`src/rtl/adcsp_regs.vh`:
```
// Register offsets, field positions, reset values and frame counts for the converter serial port
`ifndef ADCSP_REGS_VH
`define ADCSP_REGS_VH

`define ADCSP_ADDR_W        8
`define ADCSP_OFF_CTRL      8'h00
`define ADCSP_OFF_TEST_DATA 8'h04
`define ADCSP_OFF_CONFIG    8'h08
`define ADCSP_OFF_STATUS    8'h0c
`define ADCSP_OFF_RESULT    8'h10
`define ADCSP_OFF_FRAMES    8'h14

`define ADCSP_CTRL_ENABLE_BIT   0
`define ADCSP_CTRL_TESTSRC_BIT  1
`define ADCSP_CTRL_RESET        2'h1
`define ADCSP_TEST_DATA_RESET   12'h000

`define ADCSP_CFG_W             8
`define ADCSP_CFG_RESET         8'h00
`define ADCSP_CFG_DUAL_BIT      4
`define ADCSP_CFG_PICK_BIT      3
`define ADCSP_CFG_PM_HI         1
`define ADCSP_CFG_PM_LO         0
`define ADCSP_PM_DEFAULT        2'h0

`define ADCSP_STAT_ACTIVE_BIT   0
`define ADCSP_STAT_TRACK_BIT    1
`define ADCSP_STAT_POWER_BIT    2
`define ADCSP_STAT_ABORT_BIT    3
`define ADCSP_STAT_COUNT_LO     8
`define ADCSP_STAT_EXTRA_BIT    4
`define ADCSP_STAT_FALLS_LO     16
`define ADCSP_FRAMES_ABORT_LO   16

`define ADCSP_RES_W             12
`define ADCSP_LEAD_ZEROS        4
`define ADCSP_FRAME_BITS        16
`define ADCSP_CNT_W             5
`define ADCSP_CFG_EDGES         5'h08
`define ADCSP_LAST_EDGE         5'h0f
`define ADCSP_FRAME_EDGES       5'h10

`endif

```
`src/rtl/adcsp_sync.v`:
```
// Three-stage pin synchroniser; output follows once stages two and three agree
module adcsp_sync #(
    parameter W = 3
) (
    input  wire         mclk_i,
    input  wire         reset_i,
    input  wire [W-1:0] pin_i,
    input  wire [W-1:0] rst_val_i,
    output wire [W-1:0] clean_o
);

    genvar g;
    generate
        for (g = 0; g < W; g = g + 1) begin : g_bit
            reg s1;
            reg s2;
            reg s3;
            reg clean;
            always @(posedge mclk_i) begin
                if (reset_i) begin
                    // Stages start at the idle level so no false edge follows reset
                    s1    <= rst_val_i[g];
                    s2    <= rst_val_i[g];
                    s3    <= rst_val_i[g];
                    clean <= rst_val_i[g];
                end else begin
                    // First stage feeds only the second
                    s1 <= pin_i[g];
                    s2 <= s1;
                    s3 <= s2;
                    if (s2 == s3) begin
                        clean <= s3;
                    end
                end
            end
            // Reset value forced out until stages two and three first agree
            reg filled;
            always @(posedge mclk_i) begin
                if (reset_i) begin
                    filled <= 1'b0;
                end else if (s2 == s3) begin
                    filled <= 1'b1;
                end
            end
            assign clean_o[g] = filled ? clean : rst_val_i[g];
        end
    endgenerate

endmodule

```
`src/rtl/adcsp_port.v`:
```
// Serial port, configuration register and conversion sequencing of the two-input converter
`include "adcsp_regs.vh"

module adcsp_port (
    input  wire                       mclk_i,
    input  wire                       reset_i,
    // Serial pins
    input  wire                       sel_n_i,
    input  wire                       sclk_i,
    input  wire                       din_i,
    output reg                        dout_o,
    output reg                        dout_oe_o,
    // Analog core
    input  wire [`ADCSP_RES_W-1:0]    conv_data_i,
    output reg                        track_o,
    output reg                        power_up_o,
    output reg                        second_input_or_bias_pin_o,
    output reg                        input_pick_o,
    // APB
    input  wire                       psel_i,
    input  wire                       penable_i,
    input  wire                       pwrite_i,
    input  wire [`ADCSP_ADDR_W-1:0]   paddr_i,
    input  wire [31:0]                pwdata_i,
    output reg  [31:0]                prdata_o,
    output reg                        pready_o,
    output reg                        pslverr_o
);

    wire [2:0]                 pins_clean;
    wire                       sel_n_c;
    wire                       sclk_c;
    wire                       din_c;

    reg                        sel_n_p;
    reg                        sclk_p;
    reg                        frame_active;
    reg  [`ADCSP_CNT_W-1:0]    rise_cnt;
    reg  [`ADCSP_CFG_W-2:0]    cfg_shift;
    reg  [`ADCSP_CFG_W-1:0]    config_word;
    reg  [`ADCSP_FRAME_BITS-1:0] out_shift;
    reg  [`ADCSP_RES_W-1:0]    last_result;
    reg  [15:0]                frame_count;
    reg                        abort_flag;
    reg                        extra_flag;
    reg  [`ADCSP_CNT_W-1:0]    fall_cnt;
    reg  [15:0]                abort_count;

    reg  [1:0]                 ctrl;
    reg  [`ADCSP_RES_W-1:0]    test_data;

    wire                       sel_fall;
    wire                       sel_rise;
    wire                       sclk_rise;
    wire                       sclk_fall;
    wire                       enabled;
    wire [`ADCSP_RES_W-1:0]    sample_value;
    wire [1:0]                 power_mode_bits;
    wire                       channel_count_select;
    wire                       input_pick;
    wire                       apb_setup;
    wire                       apb_write;
    wire                       abort_event;
    wire                       abort_clear;
    wire                       extra_event;
    wire                       extra_clear;

    reg  [31:0]                next_prdata;
    reg                        next_slverr;

    // Select idles high so the port stays quiet through reset
    adcsp_sync #(
        .W (3)
    ) u_sync (
        .mclk_i    (mclk_i),
        .reset_i   (reset_i),
        .pin_i     ({din_i, sclk_i, sel_n_i}),
        .rst_val_i (3'h1),
        .clean_o   (pins_clean)
    );

    assign sel_n_c = pins_clean[0];
    assign sclk_c  = pins_clean[1];
    assign din_c   = pins_clean[2];

    always @(posedge mclk_i) begin
        if (reset_i) begin
            sel_n_p <= 1'b1;
            sclk_p  <= 1'b0;
        end else begin
            sel_n_p <= sel_n_c;
            sclk_p  <= sclk_c;
        end
    end

    assign sel_fall  = sel_n_p & ~sel_n_c;
    assign sel_rise  = ~sel_n_p & sel_n_c;
    assign sclk_rise = ~sclk_p & sclk_c;
    assign sclk_fall = sclk_p & ~sclk_c;
    assign enabled   = ctrl[`ADCSP_CTRL_ENABLE_BIT];

    assign sample_value = ctrl[`ADCSP_CTRL_TESTSRC_BIT] ? test_data : conv_data_i;

    assign power_mode_bits      = config_word[`ADCSP_CFG_PM_HI:`ADCSP_CFG_PM_LO];
    assign channel_count_select = config_word[`ADCSP_CFG_DUAL_BIT];
    // Input choice only means something in dual mode
    assign input_pick           = channel_count_select & config_word[`ADCSP_CFG_PICK_BIT];

    // Frame sequencing; everything is timed by select and serial clock edges, not by mclk
    always @(posedge mclk_i) begin
        if (reset_i) begin
            frame_active <= 1'b0;
            rise_cnt     <= {`ADCSP_CNT_W{1'b0}};
            cfg_shift    <= {(`ADCSP_CFG_W-1){1'b0}};
            config_word  <= `ADCSP_CFG_RESET;
            out_shift    <= {`ADCSP_FRAME_BITS{1'b0}};
            last_result  <= {`ADCSP_RES_W{1'b0}};
            frame_count  <= 16'h0000;
            dout_o       <= 1'b0;
            dout_oe_o    <= 1'b0;
            track_o      <= 1'b1;
            input_pick_o <= 1'b0;
        end else if (sel_rise) begin
            // Early rise aborts; sampler goes back to tracking at once
            frame_active <= 1'b0;
            dout_oe_o    <= 1'b0;
            dout_o       <= 1'b0;
            track_o      <= 1'b1;
        end else if (sel_fall && enabled) begin
            frame_active <= 1'b1;
            rise_cnt     <= {`ADCSP_CNT_W{1'b0}};
            track_o      <= 1'b0;
            out_shift    <= {{`ADCSP_LEAD_ZEROS{1'b0}}, sample_value};
            last_result  <= sample_value;
            dout_o       <= 1'b0;
            dout_oe_o    <= 1'b1;
            input_pick_o <= input_pick;
        end else if (frame_active) begin
            if (sclk_rise && rise_cnt < `ADCSP_FRAME_EDGES) begin
                rise_cnt <= rise_cnt + 5'h01;
                if (rise_cnt < `ADCSP_CFG_EDGES - 5'h01) begin
                    cfg_shift <= {cfg_shift[`ADCSP_CFG_W-3:0], din_c};
                end else if (rise_cnt == `ADCSP_CFG_EDGES - 5'h01) begin
                    // Eighth edge completes the word; later bits are dropped
                    config_word <= {cfg_shift, din_c};
                end
                if (rise_cnt == `ADCSP_LAST_EDGE) begin
                    track_o     <= 1'b1;
                    frame_count <= frame_count + 16'h0001;
                end
            end
            // A fall moves data only once its own rise was seen
            if (sclk_fall && fall_cnt < rise_cnt && fall_cnt < `ADCSP_LAST_EDGE) begin
                dout_o    <= out_shift[`ADCSP_FRAME_BITS-2];
                out_shift <= {out_shift[`ADCSP_FRAME_BITS-2:0], 1'b0};
            end
        end
    end

    // Pin roles and power follow the configuration
    always @(posedge mclk_i) begin
        if (reset_i) begin
            power_up_o                 <= 1'b0;
            second_input_or_bias_pin_o <= 1'b0;
        end else begin
            // Other power modes keep the core up; only the default sleeps while select is high
            power_up_o                 <= (power_mode_bits != `ADCSP_PM_DEFAULT) | ~sel_n_c;
            second_input_or_bias_pin_o <= channel_count_select;
        end
    end

    // Abort flag: short frame seen; set wins over a software clear
    assign abort_event = sel_rise & frame_active & (rise_cnt != `ADCSP_FRAME_EDGES);
    assign apb_setup   = psel_i & ~penable_i;
    assign apb_write   = psel_i & penable_i & pready_o & pwrite_i;
    assign abort_clear = apb_write & (paddr_i == `ADCSP_OFF_STATUS) & pwdata_i[`ADCSP_STAT_ABORT_BIT];

    always @(posedge mclk_i) begin
        if (reset_i) begin
            abort_flag <= 1'b0;
        end else if (abort_event) begin
            abort_flag <= 1'b1;
        end else if (abort_clear) begin
            abort_flag <= 1'b0;
        end
    end

    // Rises past the sixteenth are ignored but flagged; set wins over a clear
    assign extra_event = frame_active & sclk_rise & (rise_cnt == `ADCSP_FRAME_EDGES);
    assign extra_clear = apb_write & (paddr_i == `ADCSP_OFF_STATUS) & pwdata_i[`ADCSP_STAT_EXTRA_BIT];

    always @(posedge mclk_i) begin
        if (reset_i) begin
            extra_flag <= 1'b0;
        end else if (extra_event) begin
            extra_flag <= 1'b1;
        end else if (extra_clear) begin
            extra_flag <= 1'b0;
        end
    end

    // Falls counted apart from rises so a stray fall before a rise moves nothing
    always @(posedge mclk_i) begin
        if (reset_i) begin
            fall_cnt <= {`ADCSP_CNT_W{1'b0}};
        end else if (sel_fall) begin
            fall_cnt <= {`ADCSP_CNT_W{1'b0}};
        end else if (frame_active && sclk_fall && fall_cnt < rise_cnt) begin
            fall_cnt <= fall_cnt + 5'h01;
        end
    end

    // Short frames counted too: the flag alone hides repeats
    always @(posedge mclk_i) begin
        if (reset_i) begin
            abort_count <= 16'h0000;
        end else if (abort_event) begin
            abort_count <= abort_count + 16'h0001;
        end
    end

    // APB registers
    always @(posedge mclk_i) begin
        if (reset_i) begin
            ctrl      <= `ADCSP_CTRL_RESET;
            test_data <= `ADCSP_TEST_DATA_RESET;
        end else if (apb_write) begin
            if (paddr_i == `ADCSP_OFF_CTRL) begin
                ctrl <= pwdata_i[1:0];
            end
            if (paddr_i == `ADCSP_OFF_TEST_DATA) begin
                test_data <= pwdata_i[`ADCSP_RES_W-1:0];
            end
        end
    end

    always @* begin
        next_prdata = 32'h0000_0000;
        next_slverr = 1'b0;
        case (paddr_i)
            `ADCSP_OFF_CTRL: begin
                next_prdata[1:0] = ctrl;
            end
            `ADCSP_OFF_TEST_DATA: begin
                next_prdata[`ADCSP_RES_W-1:0] = test_data;
            end
            `ADCSP_OFF_CONFIG: begin
                next_prdata[`ADCSP_CFG_W-1:0] = config_word;
            end
            `ADCSP_OFF_STATUS: begin
                next_prdata[`ADCSP_STAT_ACTIVE_BIT] = frame_active;
                next_prdata[`ADCSP_STAT_TRACK_BIT]  = track_o;
                next_prdata[`ADCSP_STAT_POWER_BIT]  = power_up_o;
                next_prdata[`ADCSP_STAT_ABORT_BIT]  = abort_flag;
                next_prdata[`ADCSP_STAT_EXTRA_BIT]  = extra_flag;
                next_prdata[`ADCSP_STAT_FALLS_LO+`ADCSP_CNT_W-1:`ADCSP_STAT_FALLS_LO] = fall_cnt;
                next_prdata[`ADCSP_STAT_COUNT_LO+`ADCSP_CNT_W-1:`ADCSP_STAT_COUNT_LO] = rise_cnt;
            end
            `ADCSP_OFF_RESULT: begin
                next_prdata[`ADCSP_RES_W-1:0] = last_result;
            end
            `ADCSP_OFF_FRAMES: begin
                next_prdata[15:0] = frame_count;
                next_prdata[`ADCSP_FRAMES_ABORT_LO+15:`ADCSP_FRAMES_ABORT_LO] = abort_count;
            end
            default: begin
                next_slverr = 1'b1;
            end
        endcase
    end

    // Answer always one cycle after setup: access phase is exactly one cycle
    always @(posedge mclk_i) begin
        if (reset_i) begin
            pready_o  <= 1'b0;
            prdata_o  <= 32'h0000_0000;
            pslverr_o <= 1'b0;
        end else begin
            pready_o  <= apb_setup;
            pslverr_o <= apb_setup & next_slverr;
            if (apb_setup && !pwrite_i) begin
                prdata_o <= next_prdata;
            end
        end
    end

endmodule

```
`config.mk`:
```
export PLATFORM = sky130hd
export DESIGN_NAME = adcsp_port
export DESIGN_NICKNAME = d
export VERILOG_FILES = /design/src/rtl/adcsp_sync.v /design/src/rtl/adcsp_port.v
export VERILOG_INCLUDE_DIRS = /design/src /design/src/rtl
export SDC_FILE = /design/constraint.sdc
export NUM_CORES = 1
export LEC_CHECK = 0
export ABC_CLOCK_PERIOD_IN_PS = 2300
export BUFFER_PORTS_ARGS = -buffer_cell sky130_fd_sc_hd__buf_2
export CAP_MARGIN = 20
export CORE_ASPECT_RATIO = 0.7
export CORE_MARGIN = 4
export CORE_UTILIZATION = 52
export CTS_CLUSTER_DIAMETER = 50
export DETAILED_ROUTE_END_ITERATION = 10
export PLACE_DENSITY = 0.75
export SYNTH_ARGS = -nofsm -noshare
export SYNTH_HDL_FRONTEND = slang
export SYNTH_SLANG_ARGS = --single-unit
```
`constraint.sdc`:
```
create_clock -name mclk_i -period 2.3 [get_ports mclk_i]
set_input_delay 0.46 -clock mclk_i [delete_from_list [all_inputs] [get_ports mclk_i]]
set_output_delay 0.46 -clock mclk_i [all_outputs]
set_load 0.02 [all_outputs]
```
==> impl_summary.md <==
Die
The core area is 13200 sq um. The floorplan die area is 15400 sq um. The y dimension of the die is 105 um.

The initial utilization of the core area, before any placement, comes to 0.532. In this run the core area contains 35 standard-cell rows. The top-level port count is 100. From left edge to right edge, the die measures 147 um.

Cells and area
Registers take 3140 sq um. The layout has 1061 filler cells. The area growth from synthesis to layout is 20.6%.

The net count of the finished layout is 953. Of the cells placed in the final design, the portion with a size suffix greater than 1 is 0.215. The utilization of the core after routing is 0.642. The library cell used most frequently in the layout, excluding fill and tap cells, is sky130_fd_sc_hd__dfxtp_1. Summing all non-filler instances in the final layout gives an area of 8470 sq um. The multi-input combinational cell area is 3640 sq um. The antenna diode count is 0. In the layout the commonest cells are 157 x sky130_fd_sc_hd__dfxtp_1, 127 x sky130_fd_sc_hd__nor2_1, 78 x sky130_fd_sc_hd__buf_2, 51 x sky130_fd_sc_hd__nand2_1, 51 x sky130_fd_sc_hd__buf_4.

Pwr
The internal portion of the total power is 4.60 mW. The sequential group share of total power is 0.470. The maximum VDD drop is 0.521 mV.

The switching power as a share of total power is 0.211. The net switching power of the design is 1.23 mW. The share of total power dissipated in the clock network is 0.496. The total power after layout is 5.83 mW. For this design the ratio of total power to cell area is 689 nW/um^2. The static leakage power is 3.38 nW. The share of total power dissipated in combinational logic is 0.034.

GRT
The number of global-route vias before repair was 6125. The first-pass GRT wire length is 30800 um. Entering global routing, the biggest net connects 62 pins. The global-route congestion overflow total is 0. The initial antenna violation count is 0. The global-route total usage across every layer is 0.247.

Timing
Setup repair after global routing left no endpoint under its margin. The maximum achievable frequency is 457 MHz. The transition at the pin with the smallest max-transition slack is 950 ps.

The worst pin sits at a relative slew slack of 0.365. The count of endpoints failing hold in the final timing report was 0. The setup clock skew after layout is 7.72 ps. The max-slew violation total from the final report came to 0.

The final count of negative-setup-slack endpoints is 0. The post-route clock period utilization is 0.951. The clock period minus final worst setup slack is 2190 ps.

Placed design
The HPWL after detailed placement is 13900 um. The number of input and output port buffers inserted is 79. The placed cell area is 7860 sq um. Routability-driven placement finished with a final weighted congestion of 0.953.

Clocking
Once the clock tree was built, the setup fixing pass inserted 0 buffers. The source-to-sink clock delay at the later pin of the worst-skew pair is 420 ps. The tree is rooted in a sky130_fd_sc_hd__clkbuf_16. The clock sink total is 157. The number of buffers inserted during clock tree synthesis is 17. The TritonCTS clock tree is yes.

The clock passes through at most 2 buffers. After clock tree synthesis, the clock-pin slew on the worst setup and hold paths is 60 ps. The H-tree was split into 4 levels.

Worst setup path
For the worst flop-to-flop path, the logic depth is 8. The worst setup path is captured at a register. Setup slack on the worst reg-to-reg path comes out at 110 ps. The largest single stage delay on the critical path is 570 ps. The endpoint of the most critical register-to-register path is abort_count[13]. The data required time at the worst endpoint is 2590 ps. The slowest cell on the critical path is sky130_fd_sc_hd__or4b_1. STA puts the critical path data arrival time at 2480 ps.

Traced cell by cell, the critical path runs through inv_1, ha_1, nor4bb_1, or4b_1, buf_4, nor4_2, xnor2_1, nor2_1. Counting both buffers and inverters, the worst setup path holds a total of 2. The startpoint type of the worst setup path is a register.

The highest fanout seen on the critical path is 3. In this run the worst setup path terminates at abort_count[13]. The worst setup path is of the reg2reg kind. The first element of the critical path is rise_cnt[0]. The critical register-to-register path startpoint is rise_cnt[0]. In this design, the largest share of critical-path delay is due to simple AND/OR/NAND/NOR gates. In this run the number of cells on the critical path is 8.

Detailed routing
The via count is 6362. After detailed routing, the average wire length per cell comes to 17.7 um. The routed wire length is 19200 um. The initial DRC count is 605. After detailed routing, the number of vias per cell comes to 5.90.

The first TritonRoute pass finished after 5 iterations. The remaining antenna violation count is 0. For this run, design rule violations remaining after detail routing come to 0.

Yosys
The total nets after synthesis is 856. The number of storage elements in the synthesis netlist is 157. The mean area per synthesized cell is 8.93 sq um. The instance count of the mapped netlist is 786. The share of synthesized flip-flops with an asynchronous set or reset is 0. The number of synthesis warnings is 0. Yosys mapped a number of flops with a built-in enable equal to 0. Synthesis instantiated 61 different standard cells from the library. The cell area that synthesis handed to floorplanning was 7020 sq um.

The portion of the post-synthesis area used by sequential elements is 0.448. The flip-flop cell with the highest count after synthesis is sky130_fd_sc_hd__dfxtp_1.

Job
The count of maximum capacitance violations is 0.

Hold path
The type of the tightest min-delay check is in2reg.

Run status
The run finished with clean final reports.
layout make-up:
| type | instances | share of cell area |
|---|---|---|
| multi-input combinational | 565 | 0.429 |
| sequential | 157 | 0.371 |
| timing repair buffer | 131 | 0.0961 |
| clock buffer | 18 | 0.0507 |
| tap | 185 | 0.0273 |
| clock inverter | 12 | 0.0204 |
| inverter | 11 | 0.00488 |
metrics by stage:
| step | worst slack (ps) | TNS, ps | hold WS, ps | std cells |
|---|---|---|---|---|
| CTS | 118 | 0 | 211 | 1079 |
| global route | 17.0 | 0 | 217 | 1079 |
| floorplan | 31.3 | 0 | 389 | 786 |
| finish | 112 | 0 | 220 | 1079 |
| detailed placement | -41.6 | -213 | 409 | 1049 |
| global placement | 16.4 | 0 | 410 | 1049 |
power by group through the flow:
| stage | Sequential [mW] | Clock (mW) | Combinational [mW] |
|---|---|---|---|
| finish | 2.74 | 2.89 | 0.196 |
| global route | 2.74 | 3.04 | 0.212 |
| CTS | 2.74 | 2.92 | 0.192 |
| detailed placement | 2.80 | 0 | 0.191 |
| global placement | 2.80 | 0 | 0.185 |
| floorplan | 2.80 | 0 | 0.111 |
layer usage:
| metal | GRT usage | vias up | wire length, um |
|---|---|---|---|
| li1 | - | 3008 | - |
| met1 | 0.323 | 3089 | 8340 |
| met2 | 0.405 | 228 | 9070 |
| met3 | 0.0581 | 37 | 1330 |
| met4 | 0.0758 | 0 | 417 |
| met5 | 0 | - | 0 |
worst register-to-register path: stages (launching register included):
cell and delay (ps):
sky130_fd_sc_hd__dfxtp_1 330, sky130_fd_sc_hd__inv_1 60, sky130_fd_sc_hd__ha_1 190, sky130_fd_sc_hd__nor4bb_1 140, sky130_fd_sc_hd__or4b_1 570, sky130_fd_sc_hd__buf_4 200, sky130_fd_sc_hd__nor4_2 340, sky130_fd_sc_hd__xnor2_1 170
sky130_fd_sc_hd__nor2_1 60
state kept, by name (all words and copies together) (netlist names), 5 cells and up:
| name | flops |
|---|---|
| fall_cnt | 5 |
| abort_count | 16 |
| rise_cnt | 5 |
| cfg_shift | 7 |
| out_shift | 15 |
| prdata_o | 32 |
| last_result | 12 |
| frame_count | 16 |
| test_data | 12 |
| config_word | 8 |
timing repair:
action,in CTS,in global routing
gates resized for setup,0,1
hold buffers,0,0
setup endpoints to repair,0,1
endpoints found under the hold margin,0,0
worst min-delay path by stage:
stage / start / endpoint / slack [ps] / cells after the start
3_5_place_dp: u_sync.g_bit[0].s1 / u_sync.g_bit[0].s2 / 410 / 1
5_1_grt: sel_n_i / u_sync.g_bit[0].s1 / 220 / 2
2_1_floorplan: u_sync.g_bit[0].s1 / u_sync.g_bit[0].s2 / 390 / 1
4_1_cts: sel_n_i / u_sync.g_bit[0].s1 / 210 / 2
3_3_place_gp: u_sync.g_bit[0].s1 / u_sync.g_bit[0].s2 / 410 / 1
6_report: sel_n_i / u_sync.g_bit[0].s1 / 220 / 2
cells in the mapped netlist (all sizes together), types with 2 or more instances:
master,n,share of area
a211o,11,0.014
a211oi,15,0.016
a21oi,18,0.013
a22o,18,0.022
a22oi,32,0.034
a311oi,3,0.0046
a31o,4,0.0050
and3,6,0.0053
and4,3,0.0037
and4b,2,0.0029
buf,17,0.011
clkbuf,36,0.019
dfxtp,157,0.45
ha,10,0.018
inv,11,0.0059
mux2,12,0.019
mux2i,37,0.053
nand2,51,0.027
nand2b,2,0.0018
nand3,17,0.012
nand4,12,0.011
nand4b,2,0.0025
nor2,127,0.068
nor2b,27,0.024
nor3,48,0.035
nor3b,2,0.0037
nor4,13,0.015
nor4b,3,0.0046
o21ai,17,0.012
o221ai,3,0.0037
o22ai,3,0.0027
o32ai,11,0.014
or2,6,0.0053
or3,3,0.0034
xnor2,30,0.037
xor2,5,0.0062
cell families after synthesis:
| kind of cell | count (synthesis) | synth area share |
|---|---|---|
| DFF | 157 | 0.448 |
| adders and majority gates | 10 | 0.0178 |
| and+or+nand+nor | 329 | 0.232 |
| AOI/OAI and AO/OA | 142 | 0.150 |
| buffers and inverters | 64 | 0.0364 |
| muxes | 49 | 0.0720 |
| xor gates and xnor gates | 35 | 0.0437 |
(Power assumes the default switching activity.)
